`src/include/brs_pkg.sv`:
```
/*
 * Shared constants and types of the branch record stack: register
 * offsets, field positions, reset values and the transfer kinds.
 * Assumes a 64-bit register port with byte-free word addressing.
 */
package brs_pkg;

    // Stack geometry
    localparam int N_ENTRIES = 16;
    localparam int PTR_W     = 4;
    localparam int ADDR_W    = 8;
    localparam int DATA_W    = 64;

    // Register offsets (one 64-bit register per address)
    localparam logic [ADDR_W-1:0] OFS_PTR      = 8'h01;
    localparam logic [ADDR_W-1:0] OFS_CTRL     = 8'h02;
    localparam logic [ADDR_W-1:0] OFS_CAP      = 8'h03;
    localparam logic [ADDR_W-1:0] OFS_LER_SRC  = 8'h04;
    localparam logic [ADDR_W-1:0] OFS_LER_DST  = 8'h05;
    localparam logic [ADDR_W-1:0] OFS_CFG      = 8'h06;
    localparam logic [ADDR_W-1:0] OFS_IDENT    = 8'h07;
    localparam logic [ADDR_W-1:0] OFS_SRC_BASE = 8'h40;
    localparam logic [ADDR_W-1:0] OFS_DST_BASE = 8'h60;

    // Field positions
    localparam int CTRL_EN_BIT      = 0;
    localparam int CTRL_TRACE_BIT   = 6;
    localparam int CTRL_FREEZE_BIT  = 11;
    localparam int CFG_PACK_BIT     = 8;
    localparam int FMT_W            = 6;
    localparam int IDENT_PRESENT_BIT = 15;
    localparam int FLAG_MISPRED_BIT = 63;

    // Stored address formats
    localparam logic [FMT_W-1:0] FMT_CS32        = 6'h00;
    localparam logic [FMT_W-1:0] FMT_LIP64       = 6'h01;
    localparam logic [FMT_W-1:0] FMT_EIP64       = 6'h02;
    localparam logic [FMT_W-1:0] FMT_EIP64_FLAGS = 6'h03;

    // Reset values
    localparam logic [DATA_W-1:0] CTRL_RST = 64'h0;
    localparam logic [DATA_W-1:0] CFG_RST  = 64'h1;
    localparam logic [DATA_W-1:0] ENTRY_RST = 64'h0;

    // Kind of a retired control transfer
    typedef enum logic [2:0] {
        XF_BRANCH,
        XF_INTERRUPT,
        XF_TRAP,
        XF_FAULT,
        XF_DEBUG
    } brs_xfer_e;

endpackage

```
`src/include/brs_ring_if.sv`:
```
/*
 * Carrier between the stack controller and its entry storage: one
 * write port for a record pair and one indexed read port.
 * Assumes both ends run on the same clock.
 */
`timescale 1ns/100ps
interface brs_ring_if;
    import brs_pkg::*;

    logic                 wr_en;
    logic [PTR_W-1:0]     wr_idx;
    logic [DATA_W-1:0]    wr_src;
    logic [DATA_W-1:0]    wr_dst;
    logic [PTR_W-1:0]     rd_idx;
    logic [DATA_W-1:0]    rd_src;
    logic [DATA_W-1:0]    rd_dst;

    modport ctl   (output wr_en, wr_idx, wr_src, wr_dst, rd_idx, input rd_src, rd_dst);
    modport store (input wr_en, wr_idx, wr_src, wr_dst, rd_idx, output rd_src, rd_dst);
endinterface

```
`src/hdl/brs_ring.sv`:
```
/*
 * Entry storage of the branch record stack: N source and N target
 * registers in flip-flops, written as a pair, read by index.
 * Assumes the controller supplies already formatted values.
 */
`timescale 1ns/100ps
module brs_ring (
    input  wire logic    clk,
    input  wire logic    nrst,
    brs_ring_if.store    ring
);
    import brs_pkg::*;

    logic [DATA_W-1:0] src_q      [N_ENTRIES];
    logic [DATA_W-1:0] dst_q      [N_ENTRIES];
    logic [DATA_W-1:0] next_src_q [N_ENTRIES];
    logic [DATA_W-1:0] next_dst_q [N_ENTRIES];

    // Only the addressed pair changes; others hold
    always_comb begin
        for (int i = 0; i < N_ENTRIES; i++) begin
            next_src_q[i] = src_q[i];
            next_dst_q[i] = dst_q[i];
        end
        if (ring.wr_en) begin
            next_src_q[ring.wr_idx] = ring.wr_src;
            next_dst_q[ring.wr_idx] = ring.wr_dst;
        end
    end

    always_ff @(posedge clk or negedge nrst) begin
        if (!nrst) begin
            for (int i = 0; i < N_ENTRIES; i++) begin
                src_q[i] <= ENTRY_RST;
                dst_q[i] <= ENTRY_RST;
            end
        end else begin
            for (int i = 0; i < N_ENTRIES; i++) begin
                src_q[i] <= next_src_q[i];
                dst_q[i] <= next_dst_q[i];
            end
        end
    end

    // Read sees the pre-write value in a cycle that also writes
    assign ring.rd_src = src_q[ring.rd_idx];
    assign ring.rd_dst = dst_q[ring.rd_idx];

endmodule // brs_ring

```
`src/hdl/brs_stack.sv`:
```
/*
 * Branch record stack: records retired control transfers into a ring
 * of source/target pairs, keeps a newest-entry pointer, a last
 * exception record and the debug control bits that gate recording.
 * Assumes the core presents at most one transfer per clock and that
 * register strobes are single-cycle and never both high.
 */
`timescale 1ns/100ps

// Operation
// RULE1: Sixteen entry pairs; the newest-entry pointer stays within 0 to 15.
// RULE2: Every instruction pointer change is recorded: branches, interrupts, traps, faults.
// RULE3: Source register holds transfer source, target register its destination, consecutively.
// RULE4: Low pointer bits name the entry holding the newest record.
// RULE5: Entries are 64 bits; only low 32 kept when long mode off.
// RULE6: 64-bit submode keeps full address; compatibility submode clears upper half.
// RULE7: Capability bits 5:0 report the stored address format.
// RULE8: Flags format stores effective offset plus flags in source upper bits.
// RULE9: Identification bit 15 tells that the capability register exists.
// RULE10: Legacy variant packs 32-bit destination high, source low, one register.
// RULE11: Separate last exception record holds last branch before an exception.
// RULE12: Last exception record obeys the same address width handling.
// RULE13: Each record advances pointer modulo sixteen, then writes the named pair.
// RULE14: Enable bit 0 records branches, interrupts, exceptions, never debug exceptions.
// RULE15: Debug exception clears enable bit and leaves stored entries untouched.
// RULE16: With freeze bit 11 set, a monitoring interrupt clears the enable bit.
// RULE17: Enable clear but trace bit set keeps the entries updating.
module brs_stack (
    input  wire logic                       clk,
    input  wire logic                       nrst,
    input  wire logic                       xfer_valid,
    input  wire brs_pkg::brs_xfer_e         xfer_kind,
    input  wire logic [brs_pkg::DATA_W-1:0] xfer_src,
    input  wire logic [brs_pkg::DATA_W-1:0] xfer_dst,
    input  wire logic                       xfer_mispred,
    input  wire logic                       long_addressing_mode,
    input  wire logic                       submode_64,
    input  wire logic                       pmi_req,
    input  wire logic [brs_pkg::ADDR_W-1:0] reg_addr,
    input  wire logic [brs_pkg::DATA_W-1:0] reg_wdata,
    input  wire logic                       reg_wr,
    input  wire logic                       reg_rd,
    output logic      [brs_pkg::DATA_W-1:0] reg_rdata,
    output logic                            capability_register_present,
    output logic                            recording_active
);
    import brs_pkg::*;

    brs_ring_if ring ();

    brs_ring u_ring (
        .clk  (clk),
        .nrst (nrst),
        .ring (ring.store)
    );

    // Pointer wraps at the stack size, not at the field width
    function automatic logic [PTR_W-1:0] ptr_inc(input logic [PTR_W-1:0] p);
        if (p == PTR_W'(N_ENTRIES - 1)) begin
            return '0;
        end
        return p + PTR_W'(1);
    endfunction

    // Width handling shared by entries and the exception record
    function automatic logic [DATA_W-1:0] fit_addr(
        input logic [DATA_W-1:0] a,
        input logic              lm,
        input logic              s64,
        input logic [FMT_W-1:0]  fmt
    );
        if (!lm || !s64 || fmt == FMT_CS32) begin
            return {32'h0, a[31:0]};
        end
        return a;
    endfunction

    function automatic logic in_window(
        input logic [ADDR_W-1:0] a,
        input logic [ADDR_W-1:0] base
    );
        return (a >= base) && (a < base + ADDR_W'(N_ENTRIES));
    endfunction

    logic [DATA_W-1:0] ctrl;
    logic [DATA_W-1:0] cfg;
    logic [PTR_W-1:0]  ptr;
    logic [DATA_W-1:0] last_br_src;
    logic [DATA_W-1:0] last_br_dst;
    logic [DATA_W-1:0] ler_src;
    logic [DATA_W-1:0] ler_dst;
    logic [DATA_W-1:0] next_ctrl;
    logic [DATA_W-1:0] next_cfg;
    logic [PTR_W-1:0]  next_ptr;
    logic [DATA_W-1:0] next_last_br_src;
    logic [DATA_W-1:0] next_last_br_dst;
    logic [DATA_W-1:0] next_ler_src;
    logic [DATA_W-1:0] next_ler_dst;
    logic [DATA_W-1:0] next_reg_rdata;
    logic              next_active;

    logic              rec_on;
    logic              is_debug;
    logic              is_branch;
    logic              rec_fire;
    logic [FMT_W-1:0]  fmt;
    logic              pack_mode;
    logic [DATA_W-1:0] src_fit;
    logic [DATA_W-1:0] dst_fit;

    // Recording gate: trace keeps the ring alive with enable off
    assign rec_on    = ctrl[CTRL_EN_BIT] || ctrl[CTRL_TRACE_BIT]; // [RULE14] [RULE17]
    assign is_debug  = (xfer_kind == XF_DEBUG);
    assign is_branch = (xfer_kind == XF_BRANCH);
    assign rec_fire  = xfer_valid && rec_on && !is_debug; // [RULE2] [RULE14] [RULE15]
    assign fmt       = cfg[FMT_W-1:0];
    assign pack_mode = cfg[CFG_PACK_BIT];
    assign src_fit   = fit_addr(xfer_src, long_addressing_mode, submode_64, fmt); // [RULE5] [RULE6]
    assign dst_fit   = fit_addr(xfer_dst, long_addressing_mode, submode_64, fmt); // [RULE5] [RULE6]

    // Entry write port: pointer advances first, pair lands there
    always_comb begin
        ring.wr_en  = rec_fire;
        ring.wr_idx = ptr_inc(ptr); // [RULE13]
        ring.wr_src = src_fit; // [RULE3]
        ring.wr_dst = dst_fit; // [RULE3]
        if (pack_mode) begin
            ring.wr_src = {xfer_dst[31:0], xfer_src[31:0]}; // [RULE10]
            ring.wr_dst = '0;
        end else if (fmt == FMT_EIP64_FLAGS && long_addressing_mode && submode_64) begin
            ring.wr_src[FLAG_MISPRED_BIT] = xfer_mispred; // [RULE8]
        end
    end

    // Newest-entry pointer
    always_comb begin
        next_ptr = ptr;
        if (rec_fire) begin
            next_ptr = ptr_inc(ptr); // [RULE1] [RULE13]
        end
    end

    // Debug control: hardware clears win over a same-cycle write,
    // otherwise a freeze could be undone by an unlucky store
    always_comb begin
        next_ctrl = ctrl;
        if (reg_wr && reg_addr == OFS_CTRL) begin
            next_ctrl = '0;
            next_ctrl[CTRL_EN_BIT]     = reg_wdata[CTRL_EN_BIT];
            next_ctrl[CTRL_TRACE_BIT]  = reg_wdata[CTRL_TRACE_BIT];
            next_ctrl[CTRL_FREEZE_BIT] = reg_wdata[CTRL_FREEZE_BIT];
        end
        if (xfer_valid && is_debug) begin
            next_ctrl[CTRL_EN_BIT] = 1'b0; // [RULE15]
        end
        if (pmi_req && ctrl[CTRL_FREEZE_BIT]) begin
            next_ctrl[CTRL_EN_BIT] = 1'b0; // [RULE16]
        end
    end

    // Format and packing selection
    always_comb begin
        next_cfg = cfg;
        if (reg_wr && reg_addr == OFS_CFG) begin
            next_cfg = '0;
            next_cfg[FMT_W-1:0]   = reg_wdata[FMT_W-1:0];
            next_cfg[CFG_PACK_BIT] = reg_wdata[CFG_PACK_BIT];
        end
    end

    // Last branch tracking and the exception record it feeds
    always_comb begin
        next_last_br_src = last_br_src;
        next_last_br_dst = last_br_dst;
        next_ler_src     = ler_src;
        next_ler_dst     = ler_dst;
        if (xfer_valid && rec_on) begin
            if (is_branch) begin
                next_last_br_src = src_fit; // [RULE12]
                next_last_br_dst = dst_fit; // [RULE12]
            end else begin
                next_ler_src = last_br_src; // [RULE11]
                next_ler_dst = last_br_dst; // [RULE11]
            end
        end
    end

    // Read mux; data stand only in the cycle after the strobe
    always_comb begin
        ring.rd_idx    = '0;
        next_reg_rdata = '0;
        if (in_window(reg_addr, OFS_SRC_BASE)) begin
            ring.rd_idx = PTR_W'(reg_addr - OFS_SRC_BASE);
        end else if (in_window(reg_addr, OFS_DST_BASE)) begin
            ring.rd_idx = PTR_W'(reg_addr - OFS_DST_BASE);
        end
        if (reg_rd) begin
            if (in_window(reg_addr, OFS_SRC_BASE)) begin
                next_reg_rdata = ring.rd_src; // [RULE3]
            end else if (in_window(reg_addr, OFS_DST_BASE)) begin
                next_reg_rdata = ring.rd_dst; // [RULE3]
            end else begin
                case (reg_addr)
                    OFS_PTR:     next_reg_rdata = {{(DATA_W-PTR_W){1'b0}}, ptr}; // [RULE4]
                    OFS_CTRL:    next_reg_rdata = ctrl;
                    OFS_CAP:     next_reg_rdata = {{(DATA_W-FMT_W){1'b0}}, fmt}; // [RULE7]
                    OFS_LER_SRC: next_reg_rdata = ler_src;
                    OFS_LER_DST: next_reg_rdata = ler_dst;
                    OFS_CFG:     next_reg_rdata = cfg;
                    OFS_IDENT:   next_reg_rdata = DATA_W'(1) << IDENT_PRESENT_BIT; // [RULE9]
                    default:     next_reg_rdata = '0;
                endcase
            end
        end
    end

    assign next_active = ctrl[CTRL_EN_BIT] || ctrl[CTRL_TRACE_BIT];

    // All controller state
    always_ff @(posedge clk or negedge nrst) begin
        if (!nrst) begin
            ctrl                        <= CTRL_RST;
            cfg                         <= CFG_RST;
            ptr                         <= '0;
            last_br_src                 <= ENTRY_RST;
            last_br_dst                 <= ENTRY_RST;
            ler_src                     <= ENTRY_RST;
            ler_dst                     <= ENTRY_RST;
            reg_rdata                   <= '0;
            capability_register_present <= 1'b1; // [RULE9]
            recording_active            <= 1'b0;
        end else begin
            ctrl                        <= next_ctrl;
            cfg                         <= next_cfg;
            ptr                         <= next_ptr;
            last_br_src                 <= next_last_br_src;
            last_br_dst                 <= next_last_br_dst;
            ler_src                     <= next_ler_src;
            ler_dst                     <= next_ler_dst;
            reg_rdata                   <= next_reg_rdata;
            capability_register_present <= 1'b1;
            recording_active            <= next_active;
        end
    end
endmodule // brs_stack

```
`config.mk`:
```
export PLATFORM = sky130hd
export DESIGN_NAME = brs_stack
export DESIGN_NICKNAME = d
export VERILOG_FILES = /design/src/include/brs_pkg.sv /design/src/include/brs_ring_if.sv /design/src/hdl/brs_ring.sv /design/src/hdl/brs_stack.sv
export SDC_FILE = /design/constraint.sdc
export NUM_CORES = 2
export LEC_CHECK = 0
export BUFFER_PORTS_ARGS = -buffer_cell sky130_fd_sc_hd__buf_2
export CAP_MARGIN = 40
export CORE_UTILIZATION = 30
export DETAILED_ROUTE_END_ITERATION = 8
export PLACE_DENSITY = 0.53
export SYNTH_ARGS = -nofsm -noshare
export SYNTH_HDL_FRONTEND = slang
export SYNTH_SLANG_ARGS = --single-unit
export TNS_END_PERCENT = 50
```
`constraint.sdc`:
```
create_clock -name clk -period 4.7 [get_ports clk]
set_clock_uncertainty 0.2 [all_clocks]
set_input_delay 0.47 -clock clk [delete_from_list [all_inputs] [get_ports clk]]
set_output_delay 0.47 -clock clk [all_outputs]
set_load 0.1 [all_outputs]
```
Word-level counts from Yosys, hierarchy flattened
Index checks and enable logic that the tools add are counted. Widths: inputs -> output; s select.

Bits in registers: 2383. Output and inout port bits: 66. Bits of input ports: 212. Word-level logic and storage cells: 120.

Add/subtract/negate cells: 3. Bitwise operators: 3. Mux-type cells: 33. Reduce and logical (&&, ||, !) cells: 22. Equality and inequality tests: 10. $lt $le $gt $ge: 7.

Operators with widths (number): $bwmux 1024 (2); $mux 64 (13); $bmux 64 s4 (2); $pmux 64 s7 (1); $demux 64 s4 (1); $mux 63 (1); $eq 8x3->1 const B (4); $mux 4 (5); $eq 8x2->1 const B (2); $ge 8x7->1 const B (2); $lt 8x7->1 const B (2); $logic_and 1x1->1 (11); $ge 5x5->1 const B (2); $not 4->5 (2); $eq 8x1->1 const B (1); $mux 1 (8); $sub 4x1->4 const B (2); $eq 6x2->1 const B (1); $logic_not 6->1 (1); $lt 5x1->1 const B (1); $add 4x1->4 const B (1); $eq 4x4->1 const B (1); $reduce_and 2->1 (2); $eq 3x3->1 const B (1); other kinds (5) (9).

Longest topological paths before layout
Depth in word-level cells: 11. Mapped depth: 12. Mapped depth without buffers: 7.

Cells and area by module
From an unflattened synthesis, not the netlist that was laid out.

Cells, all modules: 7194. Area, all modules: 106472.1 um^2.

By module, submodules not included: brs_ring (times used 1, cells each 5699, area an instance 91590.3 um^2); brs_stack (times used 1, cells each 1495, area an instance 14881.8 um^2).

Least setup slack after synthesis
Ideal clock, no wire load.

Path kind: register to register. Start: register ptr[0]. End: register u_ring.dst_q[446] (netlist name). Cell stages (with the launch flop): 11. Data required time: 4.366 ns. Path slack: 2.036 ns. Setup time: 0.134 ns. Arrival time: 2.331 ns. Cell sequence: dfrtp_1 ha_1 buf_2 nor3b_1 nor2_1 or2_1 clkbuf_1 buf_2 clkbuf_1 clkbuf_1 o21ai_0.

Word-level cells in the longest chain between the ends: 9. Elaborated cells on any way between the ends: 11.

Ends and longest elaborated chain: start: declaration (RTL line brs_stack.sv:87) `logic [PTR_W-1:0] ptr;`; start signal: assignment (RTL line brs_stack.sv:235) `ptr <= next_ptr;`; parallel branches: the longest is 2 deep, another holds $add 4x1->4; $mux 4 * (RTL line brs_stack.sv:62) `return p + PTR_W'(1);`; $not 4->5 (implied by the code) * (RTL line brs_ring.sv:27) `next_dst_q[ring.wr_idx] = ring.wr_dst;`; $ge 5x5->1 (implied by the code) or $lt 5x1->1 (tied branches) (RTL line brs_ring.sv:27); $logic_and 1x1->1 (implied by the code) (RTL line brs_ring.sv:27); $mux 64 (implied by the code) (RTL line brs_ring.sv:27); $demux 64 s4 * (RTL line brs_ring.sv:27); $bwmux 1024 * (RTL line brs_ring.sv:27); end signal: indexed assignment (RTL line brs_ring.sv:40) `dst_q[i] <= next_dst_q[i];`; end: declaration (RTL line brs_ring.sv:15) `logic [DATA_W-1:0] dst_q [N_ENTRIES];`.

Every way passes the cells marked *. A chain may end at the register's enable or synchronous reset.

Worst setup path in the final report
Start: input port xfer_kind[1]. End: register last_br_dst[2].

Word-level cells in the longest chain between the ends: 2.

Ends and longest elaborated chain: start: declaration (RTL line brs_stack.sv:32) `input wire brs_pkg::brs_xfer_e xfer_kind,`; $logic_not 3->1 (RTL line brs_stack.sv:114) `assign is_branch = (xfer_kind == XF_BRANCH);`; $reduce_and 2->1 (no source line); end signal: assignment (RTL line brs_stack.sv:237) `last_br_dst <= next_last_br_dst;`; end: declaration (RTL line brs_stack.sv:89) `logic [DATA_W-1:0] last_br_dst;`.

No other way between the ends.

==> results.md <==
- Max cap viols: 0
- Syn Inst Count: 11.6k
- Commonest cells after routing, fill and taps aside: nand2_1, dfrtp_1, o21ai_0
- Fin nets: 11.8k
- Clk sinks: 2383
- CTS tree: yes
- Placed cell count: 15.9k
- Startpoint Class: input port
- Ports: 278
- Post-synthesis sequential area ratio: 55.8%
- Final Power: 47.5 mW
- Placed cell area: 114000 sq um
- Core box area: 353000 sq um
- RSZ-0062 raised after global routing: no
- # fillers: 36.5k
- Hold WC Path Type: in -> async
- Fmax: 0.275 GHz
- Final ANT Viol Nets: 0
- Post-CTS Resized: 0
- PD cells: 381 nW/um^2
- Setup WS pre-CTS: 849 ps
- Post-synth EDFFs: 0
- Reg2reg end: u_ring.src_q[669]$_DFFE_PN0P_
- Post-DP HPWL: 248000 um
- Seq cells post-synth: 2383
- Multi-input gate area: 43200 sq um
- CP Data Required Time: 5290 ps
- Worst-Margin Slew: 1020 ps
- Setup Fix Bufs, Post-CTS: 0
- Clk slew on worst S/H paths: 60 ps
- Fin crit share: 77.3%
- Mean Syn Cell Area: 9.18 sq um
- Clock buffer count from CTS: 270
- Max-slew headroom: 32.1%
- Average vias per placed instance: 5.27
- Worst setup margin: 1070 ps
- DIE AREA: 359000 sq um
- Vias in the first global route: 84.5k
- Layout area overhead: 16.5%
- Layout cell share with drive strength beyond 1: 13.1%
- Final RePlAce weighted congestion: 0.822
- DR iter-0 viols: 9025
- Fin area: 125000 sq um
- R2R depth: 7
- Initial Utilization: 30.2%
- Critical Setup Path Class: in -> reg
- Netlist cell types: 62
- Most common cell after layout, fill and taps aside: nand2_1
- Final Hold Viols: 0
- Drt wl/cell: 24.8 um
- Post-synthesis cell area: 107000 sq um
- DR vias: 87.0k
- GRT Resource Usage Total: 22.6%
- Insertion delay to the later sink of the worst-skew pair: 870 ps
- Initial antenna violation count: 56
- Post-layout util: 35.2%
- Ys async rst share: 100%
- Pre-antenna DRT Iters: 5
- Largest net degree at the start of global routing: 162
- Seq. cell area: 59600 sq um
- Tmin final: 3630 ps
- Setup-failing EPs final: 0
- Clk root buf: clkbuf_16
- Status: finished, final reports clean
- Crit path DAT: 4220 ps
- Maximum buffer depth of the clock tree: 4
- Die Span X: 599 um
- R2r startpoint: ptr[0]$_DFFE_PN0P_
- Maximum VDD drop: 282 uV
- WHS: 39.6 ps
- First-pass GRT wire length: 604000 um
- CP max FO: 9
- R2r setup slk: 1120 ps
- DRC violations left: 0
- CP endpoint kind: flip-flop
- Setup TNS: 0 ps
- Final cell count without fillers: 16.5k
- Row Count: 218
- Slew Limit Fails: 0
- Synth Flop Type: dfrtp_1
- Grt ovf: 0
- Number of port buffers: 221
- Post-Route WL: 410000 um
- Lkg Pwr: 56.3 nW
- Ys Warns: 0
- Die H: 599 um
- CTS H-tree lvls: 5
- Syn Nets: 11.9k
registers in the layout (all words and copies together), names as in the netlist:
| register | flops |
|---|---|
| cfg | 7 |
| ctrl | 3 |
| last_br_dst | 64 |
| last_br_src | 64 |
| ler_dst | 64 |
| ler_src | 64 |
| ptr | 4 |
| recording_active | 1 |
| reg_rdata | 64 |
| u_ring.dst_q | 1024 |
| u_ring.src_q | 1024 |
area by class of cell:
| class | instances | area share [%] |
|---|---|---|
| Inverter | 67 | 0.208 |
| Multi-Input combinational cell | 8101 | 34.7 |
| Timing Repair Buffer | 730 | 5.41 |
| Tap cell | 4730 | 4.75 |
| Clock inverter | 60 | 0.485 |
| Clock buffer | 405 | 6.52 |
| Sequential cell | 2383 | 47.9 |
| Antenna cell | 26 | 0.0522 |
report_power, final:
| group | switching, mW | total (mW) | internal (mW) |
|---|---|---|---|
| Combinational | 2.83 | 4.18 | 1.35 |
| Clock | 8.90 | 21.3 | 12.4 |
| Sequential | 0.545 | 22.0 | 21.5 |
| Total | 12.3 | 47.5 | 35.2 |
cells in the mapped netlist (98+ instances only):
| cell type | instances | area share (%) |
|---|---|---|
| a21oi_1 | 530 | 2.5 |
| a221oi_1 | 127 | 1.0 |
| a31oi_1 | 121 | 0.71 |
| buf_1 | 98 | 0.34 |
| clkbuf_1 | 893 | 3.1 |
| dfrtp_1 | 2382 | 56 |
| mux2_2 | 391 | 4.1 |
| mux2i_1 | 207 | 1.9 |
| nand2_1 | 3568 | 13 |
| nor2_1 | 346 | 1.2 |
| o2111ai_1 | 106 | 0.87 |
| o211ai_1 | 105 | 0.74 |
| o21ai_0 | 1884 | 8.8 |
| o22ai_1 | 193 | 1.1 |
layer usage:
metal  vias up  share of wire [%]  wire length [um]  track usage, %
li1      39669                  -                 -               -
met3       709                6.3             25700            3.33
met4         6                3.8             15700            8.27
met1     43627                 44            182000            31.5
met5         -              0.010                41               0
met2      2953                 45            186000            35.6
worst max path at each step:
stage | startpoint | end | slack (ps)
6_report | xfer_kind[1] | last_br_dst[2]$_DFFE_PN0P_ | 1070
4_1_cts | ptr[1]$_DFFE_PN0P_ | u_ring.dst_q[185]$_DFFE_PN0P_ | 1150
3_3_place_gp | reg_addr[0] | reg_rdata[16]$_DFF_PN0_ | 840
2_1_floorplan | ptr[0]$_DFFE_PN0P_ | u_ring.dst_q[446]$_DFFE_PN0P_ | 2040
5_1_grt | ptr[1]$_DFFE_PN0P_ | u_ring.dst_q[183]$_DFFE_PN0P_ | 910
3_5_place_dp | reg_addr[0] | reg_rdata[16]$_DFF_PN0_ | 850
logic make-up after synthesis:
| group | Yosys count | synth area share, % |
|---|---|---|
| AOI/OAI and AO/OA | 3327 | 17.8 |
| xor gates and xnor gates | 2 | 0.0164 |
| adders and majority gates | 5 | 0.0585 |
| buffers and inverters | 1157 | 4.20 |
| DFF | 2383 | 55.8 |
| muxes | 658 | 7.32 |
| other | 1 | 0.00351 |
| and+or+nand+nor | 4108 | 14.8 |
critical path: stages:
cell and delay [ps]:
dlygate4sd3_1 540, buf_2 130, nor3_1 670, dlygate4sd3_1 670
nor2b_4 450, nand2_1 100, dlygate4sd3_1 580, nand2_1 60
dlygate4sd3_1 540
repair_timing:
action                                  4_1_cts  5_1_grt
endpoints found under the setup margin        0        0
endpoints found under the hold margin      1150        0
hold buffers                                153        0
No activity file was read; power rests on OpenSTA's default activity.
